==> src/verilog/sbt_defs.vh <==
// Constants of the scan test bus transceiver: opcodes, register sizes,
// field positions, reset values. Included by the transceiver and the top bench.
`ifndef SBT_DEFS_VH
`define SBT_DEFS_VH

`define SBT_IR_W 8
`define SBT_IR_RESET 8'h81
`define SBT_IR_CAPTURE 8'h81

`define SBT_OP_IDENTIFICATION_READOUT 8'h81
`define SBT_OP_BYPASS 8'hff
`define SBT_OP_EXTEST 8'h00
`define SBT_OP_SAMPLE 8'h82
`define SBT_OP_BCRSCAN 8'h87
`define SBT_OP_RUNTEST 8'h09

`define SBT_BSR_W 84
`define SBT_BSR_RESET 84'hf00000000000000000000
`define SBT_BSR_AIN 17:0
`define SBT_BSR_AOUT 35:18
`define SBT_BSR_BIN 53:36
`define SBT_BSR_BOUT 71:54
`define SBT_BSR_CTL 83:72
`define SBT_BSR_OE 83:80
`define SBT_BSR_B_TO_A_OUTPUT_ENABLE_N 81:80
`define SBT_BSR_A_TO_B_OUTPUT_ENABLE_N 83:82
`define SBT_BSR_OE_RESET 4'hf

`define SBT_BCR_W 21
`define SBT_BCR_RESET 21'h000000
`define SBT_BCR_OP 1:0
`define SBT_BCR_PSA 2'h0
`define SBT_BCR_PSEUDO_RANDOM_PATTERN_GEN 2'h1
`define SBT_BCR_COUNT 2'h2

`define SBT_ID_W 32

`define SBT_SYN_W 51
`define SBT_SYN_RESET 51'h3f00000000000
`define SBT_SYN_AIN 17:0
`define SBT_SYN_BIN 35:18
`define SBT_SYN_B_TO_A_LATCH_ENABLE 37:36
`define SBT_SYN_A_TO_B_LATCH_ENABLE 39:38
`define SBT_SYN_B_TO_A_CLOCK 41:40
`define SBT_SYN_A_TO_B_CLOCK 43:42
`define SBT_SYN_B_TO_A_OUTPUT_ENABLE_N 45:44
`define SBT_SYN_A_TO_B_OUTPUT_ENABLE_N 47:46
`define SBT_SYN_CTL 47:36
`define SBT_SYN_TDI 48
`define SBT_SYN_TMS 49
`define SBT_SYN_TCK 50

`define SBT_FIFO_W 3
`define SBT_FIFO_D 8
`define SBT_FIFO_AW 3

`endif

==> src/verilog/sbt_fifo.v <==
// Small flip-flop FIFO with valid/ready on both sides.
// Assumes one clock, async active-high reset, DEPTH a power of two.
`timescale 1ns/1ps
module sbt_fifo #(
   parameter WIDTH = 3,
   parameter DEPTH = 8,
   parameter AW = 3
) (
   input wire mclk,
   input wire reset,
   input wire inValid,
   output wire inReady,
   input wire [WIDTH-1:0] inData,
   output wire outValid,
   input wire outReady,
   output wire [WIDTH-1:0] outData
);
   localparam [AW:0] FULLCNT = DEPTH;
   reg [WIDTH-1:0] mem [0:DEPTH-1];
   reg [AW-1:0] wrPtr_r;
   reg [AW-1:0] rdPtr_r;
   reg [AW:0] count_r;
   wire push = inValid & inReady;
   wire pull = outValid & outReady;

   assign inReady = (count_r != FULLCNT);
   assign outValid = (count_r != {(AW+1){1'b0}});
   assign outData = mem[rdPtr_r];

   // Pointers wrap by overflow, hence the power-of-two depth
   always @(posedge mclk or posedge reset) begin
      if (reset) begin
         wrPtr_r <= {AW{1'b0}};
         rdPtr_r <= {AW{1'b0}};
         count_r <= {(AW+1){1'b0}};
      end else begin
         if (push) begin
            wrPtr_r <= wrPtr_r + 1'b1;
         end
         if (pull) begin
            rdPtr_r <= rdPtr_r + 1'b1;
         end
         if (push & ~pull) begin
            count_r <= count_r + 1'b1;
         end else if (pull & ~push) begin
            count_r <= count_r - 1'b1;
         end
      end
   end

   always @(posedge mclk) begin
      if (push) begin
         mem[wrPtr_r] <= inData;
      end
   end
endmodule

==> src/verilog/sbt_scan_transceiver.v <==
// Scan test bus transceiver: 18-bit universal transceiver plus test port.
// Assumes all pins arrive asynchronously to mclk; tck is sampled, not a clock.
// Bus pins are split into in/out/oe; the bench resolves wires and pull-ups.
`timescale 1ns/1ps
`include "sbt_defs.vh"
module sbt_scan_transceiver #(
   // Identification value is arbitrary; bit 0 set as the scan convention asks
   parameter [31:0] ID_VALUE = 32'h0000a001
) (
   input wire mclk,
   input wire reset,
   input wire tck,
   input wire tms,
   input wire tdi,
   output wire tdo,
   output wire tdoOe,
   input wire [17:0] aIn,
   output wire [17:0] aOut,
   output wire [17:0] aOe,
   input wire [17:0] bIn,
   output wire [17:0] bOut,
   output wire [17:0] bOe,
   input wire [1:0] aToBOutputEnableN,
   input wire [1:0] bToAOutputEnableN,
   input wire [1:0] aToBLatchEnable,
   input wire [1:0] bToALatchEnable,
   input wire [1:0] aToBClock,
   input wire [1:0] bToAClock
);
   localparam [3:0] ST_TLR = 4'hf;
   localparam [3:0] ST_RTI = 4'hc;
   localparam [3:0] ST_SELDR = 4'h7;
   localparam [3:0] ST_CAPDR = 4'h6;
   localparam [3:0] ST_SHDR = 4'h2;
   localparam [3:0] ST_EX1DR = 4'h1;
   localparam [3:0] ST_PDR = 4'h3;
   localparam [3:0] ST_EX2DR = 4'h0;
   localparam [3:0] ST_UPDR = 4'h5;
   localparam [3:0] ST_SELIR = 4'h4;
   localparam [3:0] ST_CAPIR = 4'he;
   localparam [3:0] ST_SHIR = 4'ha;
   localparam [3:0] ST_EX1IR = 4'h9;
   localparam [3:0] ST_PIR = 4'hb;
   localparam [3:0] ST_EX2IR = 4'h8;
   localparam [3:0] ST_UPIR = 4'hd;

   localparam [2:0] OPC_BYPASS = 3'h0;
   localparam [2:0] OPC_IDENTIFICATION_READOUT = 3'h1;
   localparam [2:0] OPC_EXTEST = 3'h2;
   localparam [2:0] OPC_SAMPLE = 3'h3;
   localparam [2:0] OPC_BCRSCAN = 3'h4;
   localparam [2:0] OPC_RUNTEST = 3'h5;

   localparam [1:0] SEL_BSR = 2'h0;
   localparam [1:0] SEL_BCR = 2'h1;
   localparam [1:0] SEL_ID = 2'h2;
   localparam [1:0] SEL_BYP = 2'h3;

   function [3:0] nextState;
      input [3:0] s;
      input t;
      begin
         case (s)
            ST_TLR: nextState = t ? ST_TLR : ST_RTI;
            ST_RTI: nextState = t ? ST_SELDR : ST_RTI;
            ST_SELDR: nextState = t ? ST_SELIR : ST_CAPDR;
            ST_CAPDR: nextState = t ? ST_EX1DR : ST_SHDR;
            ST_SHDR: nextState = t ? ST_EX1DR : ST_SHDR;
            ST_EX1DR: nextState = t ? ST_UPDR : ST_PDR;
            ST_PDR: nextState = t ? ST_EX2DR : ST_PDR;
            ST_EX2DR: nextState = t ? ST_UPDR : ST_SHDR;
            ST_UPDR: nextState = t ? ST_SELDR : ST_RTI;
            ST_SELIR: nextState = t ? ST_TLR : ST_CAPIR;
            ST_CAPIR: nextState = t ? ST_EX1IR : ST_SHIR;
            ST_SHIR: nextState = t ? ST_EX1IR : ST_SHIR;
            ST_EX1IR: nextState = t ? ST_UPIR : ST_PIR;
            ST_PIR: nextState = t ? ST_EX2IR : ST_PIR;
            ST_EX2IR: nextState = t ? ST_UPIR : ST_SHIR;
            ST_UPIR: nextState = t ? ST_SELDR : ST_RTI;
            default: nextState = ST_TLR;
         endcase
      end
   endfunction

   function [2:0] decodeOp;
      input [7:0] op;
      begin
         if (^op) begin
            decodeOp = OPC_BYPASS;
         end else begin
            case (op)
               `SBT_OP_IDENTIFICATION_READOUT: decodeOp = OPC_IDENTIFICATION_READOUT;
               `SBT_OP_EXTEST: decodeOp = OPC_EXTEST;
               `SBT_OP_SAMPLE: decodeOp = OPC_SAMPLE;
               `SBT_OP_BCRSCAN: decodeOp = OPC_BCRSCAN;
               `SBT_OP_RUNTEST: decodeOp = OPC_RUNTEST;
               default: decodeOp = OPC_BYPASS;
            endcase
         end
      end
   endfunction

   // One LFSR step; an all-zero seed stays zero, so seed by scan first
   function [17:0] lfsr18;
      input [17:0] v;
      begin
         lfsr18 = {v[16:0], v[17] ^ v[10]};
      end
   endfunction

   // per-half control spread over nine bits
   function [17:0] halfExp;
      input [1:0] c;
      begin
         halfExp = {{9{c[1]}}, {9{c[0]}}};
      end
   endfunction

   reg [`SBT_SYN_W-1:0] sync1_r;
   reg [`SBT_SYN_W-1:0] sync2_r;
   reg prevTck_r;
   reg [3:0] prevClk_r;
   reg busy_r;
   reg [3:0] state_r;
   reg [7:0] irShift_r;
   reg [7:0] instr_r;
   reg [`SBT_BSR_W-1:0] bsrShift_r;
   reg [`SBT_BSR_W-1:0] bsrHold_r;
   reg [`SBT_BCR_W-1:0] bcrShift_r;
   reg [`SBT_BCR_W-1:0] bcrHold_r;
   reg [`SBT_ID_W-1:0] idShift_r;
   reg bypass_r;
   reg tdo_r;
   reg tdoOe_r;
   reg [17:0] abHeld_r;
   reg [17:0] baHeld_r;
   reg [17:0] aOut_r;
   reg [17:0] aOe_r;
   reg [17:0] bOut_r;
   reg [17:0] bOe_r;
   reg [1:0] sel;
   reg serialBit;

   wire [17:0] aInS = sync2_r[`SBT_SYN_AIN];
   wire [17:0] bInS = sync2_r[`SBT_SYN_BIN];
   wire [1:0] leAbS = sync2_r[`SBT_SYN_A_TO_B_LATCH_ENABLE];
   wire [1:0] leBaS = sync2_r[`SBT_SYN_B_TO_A_LATCH_ENABLE];
   wire [1:0] clkAbS = sync2_r[`SBT_SYN_A_TO_B_CLOCK];
   wire [1:0] clkBaS = sync2_r[`SBT_SYN_B_TO_A_CLOCK];
   wire [1:0] oeAbNS = sync2_r[`SBT_SYN_A_TO_B_OUTPUT_ENABLE_N];
   wire [1:0] oeBaNS = sync2_r[`SBT_SYN_B_TO_A_OUTPUT_ENABLE_N];
   wire tckS = sync2_r[`SBT_SYN_TCK];
   wire tckRise = tckS & ~prevTck_r;
   wire tckFall = ~tckS & prevTck_r;
   wire fifoInReady;
   wire fifoOutValid;
   wire [2:0] fifoOut;
   wire pop = fifoOutValid & ~busy_r;
   wire riseEv = pop & fifoOut[2];
   wire fallEv = pop & ~fifoOut[2];
   wire evTms = fifoOut[1];
   wire evTdi = fifoOut[0];
   wire [2:0] op = decodeOp(instr_r);
   wire testMode = (op == OPC_EXTEST) | (op == OPC_RUNTEST);
   wire [35:0] countNxt = {bsrHold_r[`SBT_BSR_BOUT], bsrHold_r[`SBT_BSR_AOUT]} + 36'h000000001;
   wire [1:0] clkAbRise = clkAbS & ~prevClk_r[3:2];
   wire [1:0] clkBaRise = clkBaS & ~prevClk_r[1:0];
   // transparent or edge capture, gated off in test mode
   wire [17:0] abMask = halfExp(leAbS | clkAbRise) & {18{~testMode}};
   // mirror path for B to A
   wire [17:0] baMask = halfExp(leBaS | clkBaRise) & {18{~testMode}};
   // hold when neither enable nor edge
   wire [17:0] abHeldNxt = (aInS & abMask) | (abHeld_r & ~abMask);
   wire [17:0] baHeldNxt = (bInS & baMask) | (baHeld_r & ~baMask);

   assign tdo = tdo_r;
   assign tdoOe = tdoOe_r;
   assign aOut = aOut_r;
   assign aOe = aOe_r;
   assign bOut = bOut_r;
   assign bOe = bOe_r;

   // undriven mode select and data input read high from reset
   always @(posedge mclk or posedge reset) begin
      if (reset) begin
         sync1_r <= `SBT_SYN_RESET;
         sync2_r <= `SBT_SYN_RESET;
      end else begin
         sync1_r <= {tck, tms, tdi, aToBOutputEnableN, bToAOutputEnableN, aToBClock,
                     bToAClock, aToBLatchEnable, bToALatchEnable, bIn, aIn};
         sync2_r <= sync1_r;
      end
   end

   // Edge tracker stalls while the FIFO is full so no tck edge is lost
   always @(posedge mclk or posedge reset) begin
      if (reset) begin
         prevTck_r <= 1'b0;
         prevClk_r <= 4'h0;
         busy_r <= 1'b0;
      end else begin
         if (fifoInReady) begin
            prevTck_r <= tckS;
         end
         prevClk_r <= {clkAbS, clkBaS};
         // Gap after each event lets update effects settle
         busy_r <= pop;
      end
   end

   sbt_fifo #(
      .WIDTH(`SBT_FIFO_W),
      .DEPTH(`SBT_FIFO_D),
      .AW(`SBT_FIFO_AW)
   ) u_edgeFifo (
      .mclk(mclk),
      .reset(reset),
      .inValid(tckRise | tckFall),
      .inReady(fifoInReady),
      .inData({tckRise, sync2_r[`SBT_SYN_TMS], sync2_r[`SBT_SYN_TDI]}),
      .outValid(fifoOutValid),
      .outReady(~busy_r),
      .outData(fifoOut)
   );

   // one data register chosen per instruction
   always @* begin
      case (op)
         OPC_IDENTIFICATION_READOUT: sel = SEL_ID;
         OPC_BCRSCAN: sel = SEL_BCR;
         OPC_EXTEST: sel = SEL_BSR;
         OPC_SAMPLE: sel = SEL_BSR;
         OPC_RUNTEST: sel = SEL_BSR;
         default: sel = SEL_BYP;
      endcase
   end

   // serial output from instruction or selected register
   always @* begin
      if (state_r == ST_SHIR) begin
         serialBit = irShift_r[0];
      end else begin
         case (sel)
            SEL_BSR: serialBit = bsrShift_r[0];
            SEL_BCR: serialBit = bcrShift_r[0];
            SEL_ID: serialBit = idShift_r[0];
            default: serialBit = bypass_r;
         endcase
      end
   end

   // reset puts controller in reset state
   always @(posedge mclk or posedge reset) begin
      if (reset) begin
         state_r <= ST_TLR;
         irShift_r <= `SBT_IR_RESET;
         instr_r <= `SBT_IR_RESET;
         bsrShift_r <= `SBT_BSR_RESET;
         bsrHold_r <= `SBT_BSR_RESET;
         bcrShift_r <= `SBT_BCR_RESET;
         bcrHold_r <= `SBT_BCR_RESET;
         idShift_r <= 32'h00000000;
         bypass_r <= 1'b0;
         tdo_r <= 1'b0;
         tdoOe_r <= 1'b0;
      end else if (riseEv) begin
         // rising edge samples mode select and data
         state_r <= nextState(state_r, evTms);
         case (state_r)
            ST_CAPIR: begin
               irShift_r <= `SBT_IR_CAPTURE;
            end
            ST_SHIR: begin
               irShift_r <= {evTdi, irShift_r[7:1]};
            end
            ST_CAPDR: begin
               case (sel)
                  SEL_BSR: begin
                     if (op == OPC_RUNTEST) begin
                        bsrShift_r <= bsrHold_r;
                     end else begin
                        // separate input and output cells per pin
                        bsrShift_r <= {sync2_r[`SBT_SYN_CTL], bsrHold_r[`SBT_BSR_BOUT], bInS,
                                       bsrHold_r[`SBT_BSR_AOUT], aInS};
                     end
                  end
                  SEL_BCR: bcrShift_r <= bcrHold_r;
                  SEL_ID: idShift_r <= ID_VALUE;
                  default: bypass_r <= 1'b0;
               endcase
            end
            ST_SHDR: begin
               case (sel)
                  SEL_BSR: bsrShift_r <= {evTdi, bsrShift_r[`SBT_BSR_W-1:1]};
                  SEL_BCR: bcrShift_r <= {evTdi, bcrShift_r[`SBT_BCR_W-1:1]};
                  SEL_ID: idShift_r <= {evTdi, idShift_r[`SBT_ID_W-1:1]};
                  default: bypass_r <= evTdi;
               endcase
            end
            ST_RTI: begin
               if (op == OPC_RUNTEST) begin
                  case (bcrHold_r[`SBT_BCR_OP])
                     `SBT_BCR_PSA: begin
                        bsrHold_r[`SBT_BSR_AIN] <= lfsr18(bsrHold_r[`SBT_BSR_AIN]) ^ aInS;
                        bsrHold_r[`SBT_BSR_BIN] <= lfsr18(bsrHold_r[`SBT_BSR_BIN]) ^ bInS;
                     end
                     `SBT_BCR_PSEUDO_RANDOM_PATTERN_GEN: begin
                        bsrHold_r[`SBT_BSR_AOUT] <= lfsr18(bsrHold_r[`SBT_BSR_AOUT]);
                        bsrHold_r[`SBT_BSR_BOUT] <= lfsr18(bsrHold_r[`SBT_BSR_BOUT]);
                     end
                     `SBT_BCR_COUNT: begin
                        bsrHold_r[`SBT_BSR_AIN] <= lfsr18(bsrHold_r[`SBT_BSR_AIN]) ^ aInS;
                        bsrHold_r[`SBT_BSR_BIN] <= lfsr18(bsrHold_r[`SBT_BSR_BIN]) ^ bInS;
                        bsrHold_r[`SBT_BSR_AOUT] <= countNxt[17:0];
                        bsrHold_r[`SBT_BSR_BOUT] <= countNxt[35:18];
                     end
                     default: begin
                        bsrHold_r <= bsrHold_r;
                     end
                  endcase
               end
            end
            default: begin
               bypass_r <= bypass_r;
            end
         endcase
      end else if (fallEv) begin
         // outputs and updates on falling edge
         tdoOe_r <= (state_r == ST_SHIR) | (state_r == ST_SHDR);
         tdo_r <= serialBit;
         case (state_r)
            ST_TLR: begin
               instr_r <= `SBT_IR_RESET;
               bsrHold_r[`SBT_BSR_OE] <= `SBT_BSR_OE_RESET;
               bcrHold_r <= `SBT_BCR_RESET;
            end
            ST_UPIR: begin
               instr_r <= irShift_r;
            end
            ST_UPDR: begin
               if (sel == SEL_BSR) begin
                  bsrHold_r <= bsrShift_r;
               end else if (sel == SEL_BCR) begin
                  bcrHold_r <= bcrShift_r;
               end
            end
            default: begin
               instr_r <= instr_r;
            end
         endcase
      end
   end

   // Transceiver storage runs outside test mode and holds its value while EXTEST or RUNTEST is the instruction
   always @(posedge mclk or posedge reset) begin
      if (reset) begin
         abHeld_r <= 18'h00000;
         baHeld_r <= 18'h00000;
      end else begin
         abHeld_r <= abHeldNxt;
         baHeld_r <= baHeldNxt;
      end
   end

   always @(posedge mclk or posedge reset) begin
      if (reset) begin
         aOut_r <= 18'h00000;
         aOe_r <= 18'h00000;
         bOut_r <= 18'h00000;
         bOe_r <= 18'h00000;
      end else if (testMode) begin
         // boundary cells drive pins in test mode
         bOut_r <= bsrHold_r[`SBT_BSR_BOUT];
         bOe_r <= ~halfExp(bsrHold_r[`SBT_BSR_A_TO_B_OUTPUT_ENABLE_N]);
         aOut_r <= bsrHold_r[`SBT_BSR_AOUT];
         aOe_r <= ~halfExp(bsrHold_r[`SBT_BSR_B_TO_A_OUTPUT_ENABLE_N]);
      end else begin
         // normal path independent of scan activity
         bOut_r <= abHeldNxt;
         bOe_r <= ~halfExp(oeAbNS);
         aOut_r <= baHeldNxt;
         aOe_r <= ~halfExp(oeBaNS);
      end
   end

   // five high mode-select cycles reach reset via nextState
endmodule

==> config.mk <==
export PLATFORM = sky130hd
export DESIGN_NAME = sbt_scan_transceiver
export DESIGN_NICKNAME = d
export VERILOG_FILES = /design/src/verilog/sbt_fifo.v /design/src/verilog/sbt_scan_transceiver.v
export VERILOG_INCLUDE_DIRS = /design/src /design/src/verilog
export SDC_FILE = /design/constraint.sdc
export NUM_CORES = 1
export LEC_CHECK = 0
export ABC_AREA = 0
export ABC_CLOCK_PERIOD_IN_PS = 19000
export BUFFER_PORTS_ARGS = -buffer_cell sky130_fd_sc_hd__buf_2
export CAP_MARGIN = 30
export CORE_ASPECT_RATIO = 0.5
export CORE_MARGIN = 1.5
export CORE_UTILIZATION = 26
export DETAILED_ROUTE_END_ITERATION = 10
export PLACE_DENSITY = 0.38
export REMOVE_ABC_BUFFERS = 1
export SLEW_MARGIN = 20
export SYNTH_ARGS = -nofsm -noshare
export SYNTH_HDL_FRONTEND = slang
export SYNTH_HIERARCHICAL = 1
export SYNTH_SLANG_ARGS = --single-unit
==> constraint.sdc <==
create_clock -name mclk -period 19 [get_ports mclk]
set_input_delay 1.9 -clock mclk [delete_from_list [all_inputs] [get_ports mclk]]
set_output_delay 1.9 -clock mclk [all_outputs]
set_load 0.1 [all_outputs]
==> results by group <==
Die
  • Core area: approximately 84,000 um^2
  • Row count: 75
  • Total Die Area: approximately 87,000 um^2
  • Die height: between 200 and 250 um
  • Initial core utilization: 26.30%
  • IO Pins: approximately 130
  • Die width: approximately 410 um

Routing
  • DRC: 0
  • Drt first pass iters: 4
  • Via-to-Cell Ratio: around 4.6
  • Via count: ~16,000
  • Post-DRT Antenna Nets: 0
  • DR WL/cell: around 17 um
  • Starting DRT DRC Count: roughly 1,000
  • Post-Route WL: approximately 59,000 um

Power
  • Total power: around 4.1 mW
  • Power Internal: approximately 2.3 mW
  • Register share of total power: between 30% and 40%
  • P_leak: 10.43 nW
  • Switching part of the total: a little over two fifths
  • Comb pwr share: ~37%
  • Max IR drop VDD: around 0.00021 V
  • Pwr dens: roughly 160 nW/um^2
  • Clock power frac: about a quarter
  • NetSw: about 1.8 mW

Placed design
  • Placement Setup Slack: 14.60 ns
  • GP Congestion: between 0.7 and 0.8
  • Port bufs: approximately 130
  • DPL Wire Length: 36,600 um

Worst setup path
  • Crit-path cells: mux4_2 -> mux2_2 -> nor3b_2 -> and2_0 -> o2111ai_1 -> buf_4 -> o31a_2 -> buf_4 -> mux2_2
  • Critical Path RT: between 15 and 20 ns
  • Max incr delay on CP: just under 0.7 ns
  • Crit Path Class: reg2reg
  • Critical path capture point type: flop
  • Crit start category: flop
  • CP Max Fanout: 36
  • WP data arrival: approximately 4.8 ns
  • Slowest library cell on the worst path: nor3b_2

Outcome
  • Status: complete, no violations

Logic synthesis
  • Ys Warns: 6
  • Mapped Area: roughly 22,000 um^2
  • Ys flop type: dfrtp_1
  • Ys async rst share: between 90% and 100%
  • Seq/Total Area, Yosys: approximately 55%
  • Most common cell in the synthesized netlist: nand2_1
  • Synth cell count leaders: nand2_1, dfrtp_1, o21ai_0
  • Synth Instances: between 2,000 and 2,500
  • Synth top area cells: dfrtp_1, nand2_1, o21ai_0, mux2i_1, dfstp_2
  • Avg Synthesized Cell Area: 9.907 um^2
  • Yosys top cell area share: slightly below 50%
  • Cell taking the most area after synthesis: dfrtp_1
  • Synthesized flop and latch total: 483
  • Cell variety after synth: 85
  • Number of synthesized flops with an enable pin: 24

Final layout
  • Register area: approximately 12,000 um^2
  • Fillers: roughly 8,800
  • Number of antenna diodes: 0
  • Multi-input logic area: 8802 um^2
  • Area Growth Syn to Fin: 15.11%
  • Fin nets: roughly 2,300
  • Layout cells sized above 1: 15.99%

Timing
  • Min setup slack post-route: ~15 ns
  • Skew final: roughly 0.021 ns
  • Final Max Slew Viols: 0
  • Final Hold Fails: 0
  • Worst-Margin Slew: a little over 1 ns
  • Final Critical Period: approximately 4.3 ns
  • Final period util: between 20% and 30%
  • Fmax: roughly 230 MHz
  • RSZ-0062 raised after global routing: false
  • Setup violators final: 0
  • Post-route setup TNS: 0 ns
  • Max-slew headroom: 32.27%
  • Final hold slack: around 0.34 ns

GRT
  • Number of global-route vias before repair: roughly 16,000
  • Largest net degree at the start of global routing: roughly 150
  • Initial antenna violation count: 0
  • First-pass GRT wire length: ~95,000 um
  • Grt ovf: 0
  • GRT Total Usage: between 10% and 20%

Clock tree
  • Resized Gates After CTS: 0
  • Clk buf depth: 3
  • Hold-fix buffers, CTS: 0
  • Inserted Clock Buffers: 50
  • CTS tree: done
  • Clock Latency Late Sink: slightly above 0.6 ns
  • CTS Sinks: roughly 480
  • CTS Root Cell: clkbuf_16
  • Setup Buffers After CTS: 0
  • CTS H-tree depth: 2
  • Clock-pin transition on the worst setup and hold timing paths: roughly 0.07 ns

Run
  • Maximum capacitance violations: 0

Hold path
  • Hold/Removal Path Class: reg2reg
worst paths after layout:
check                                                  start                                 to  slack (ns)  depth (start not counted)
max                        u_edgeFifo/rdPtr_r[0]$_DFFE_PP0P_           bsrHold_r[0]$_DFFE_PP0P_       14.73                          9
min                                    sync1_r[43]$_DFF_PP0_              sync2_r[43]$_DFF_PP0_        0.34                          0
max reg2reg                u_edgeFifo/rdPtr_r[0]$_DFFE_PP0P_           bsrHold_r[0]$_DFFE_PP0P_       14.73                          9
min reg2reg                            sync1_r[43]$_DFF_PP0_              sync2_r[43]$_DFF_PP0_        0.34                          0
max in group asynchronous                              reset                  aOut[4]$_DFF_PP0_       15.31                          4
min in group asynchronous                              reset  u_edgeFifo/wrPtr_r[1]$_DFFE_PP0P_        1.32                          2
area by class of cell:
class | instances | share of cell area, %
clock buffer | 65 | 5.469
clock inverter | 27 | 1.606
inverter | 52 | 0.7981
multi-input combinational | 1496 | 34.66
sequential | 483 | 48.20
tap | 1116 | 5.498
timing repair buffer | 160 | 3.764
metal layers:
metal | track usage [%] | up-vias | routed length, um
li1 | - | 7646 | -
met1 | 20.06 | 7676 | 30050
met2 | 21.19 | 193 | 26330
met3 | 2.277 | 75 | 1943
met4 | 3.334 | 0 | 1074
met5 | 0 | - | 0
logic make-up (layout without fill, tap and decap cells):
family,after synthesis,after routing,share of synthesized area (%)
AND/OR/NAND/NOR,745,745,15.12
flip-flops,483,483,55.49
adder cells (fa/ha/maj),18,18,1.055
AO/OA/AOI/OAI,520,520,13.20
buffers and inverters,248,304,5.076
multiplexers,159,159,7.923
XOR/XNOR,54,54,2.144
critical path, delay by kind of cell, from the launching register on:
kind	cells	cell delay, ns
mux	3	1.19
simple gates	2	1.15
flops	1	0.63
buf+inv	2	0.61
compound gates	2	0.54
power by group through the flow:
stage,sequential [mW],combinational [mW],clock [mW]
3_3_place_gp,1.52,1.54,0
2_1_floorplan,2.01,0.642,0
3_5_place_dp,1.53,1.55,0
6_report,1.51,1.53,1.09
5_1_grt,1.55,1.66,1.18
4_1_cts,1.51,1.55,1.14
registers in the layout, indices dropped and copies added, names as in the netlist, 21 cells and up:
| register | count |
|---|---|
| bsrHold_r | 84 |
| bsrShift_r | 84 |
| sync1_r | 51 |
| sync2_r | 51 |
| idShift_r | 32 |
| u_edgeFifo/mem | 24 |
| bcrHold_r | 21 |
| bcrShift_r | 21 |
layout by cell type, fill, tap and decap left out, drive strengths merged, types with 4 or more instances in the layout:
cell type / netlist / routed
mux2i: 101 / 101
nand3b: 10 / 10
nand2: 486 / 486
a211o: 5 / 5
ha: 17 / 17
bufinv: 0 / 10
o211ai: 6 / 6
dfrtp: 431 / 431
a21oi: 72 / 72
and3: 55 / 55
nor2: 72 / 72
nor3: 22 / 22
a22o: 7 / 7
nand3: 29 / 29
mux4: 6 / 6
dfstp: 28 / 28
clkinv: 0 / 9
xnor2: 48 / 48
o22ai: 5 / 5
nand2b: 5 / 5
clkinvlp: 0 / 6
inv: 52 / 54
mux2: 52 / 52
a31oi: 32 / 32
a21o: 6 / 6
and4: 5 / 5
nor3b: 9 / 9
and2: 6 / 6
a211oi: 10 / 10
clkbuf: 117 / 66
edfxtp: 24 / 24
o21ai: 336 / 336
nor4: 8 / 8
or3: 7 / 7
xor2: 6 / 6
buf: 79 / 159
nand4: 16 / 16
o31ai: 4 / 4
metrics by stage:
| stage | cell area [um^2] | util [%] | std cells |
|---|---|---|---|
| 5_1_grt | 25400 | 30.27 | 3399 |
| 2_1_floorplan | 21140 | - | 2031 |
| 3_5_place_dp | 23530 | 28.05 | 3301 |
| 6_report | 25400 | 30.27 | 3399 |
| 3_3_place_gp | 23480 | 27.99 | 3299 |
| 4_1_cts | 25330 | 30.19 | 3393 |
No activity file was read; power rests on OpenSTA's default activity.
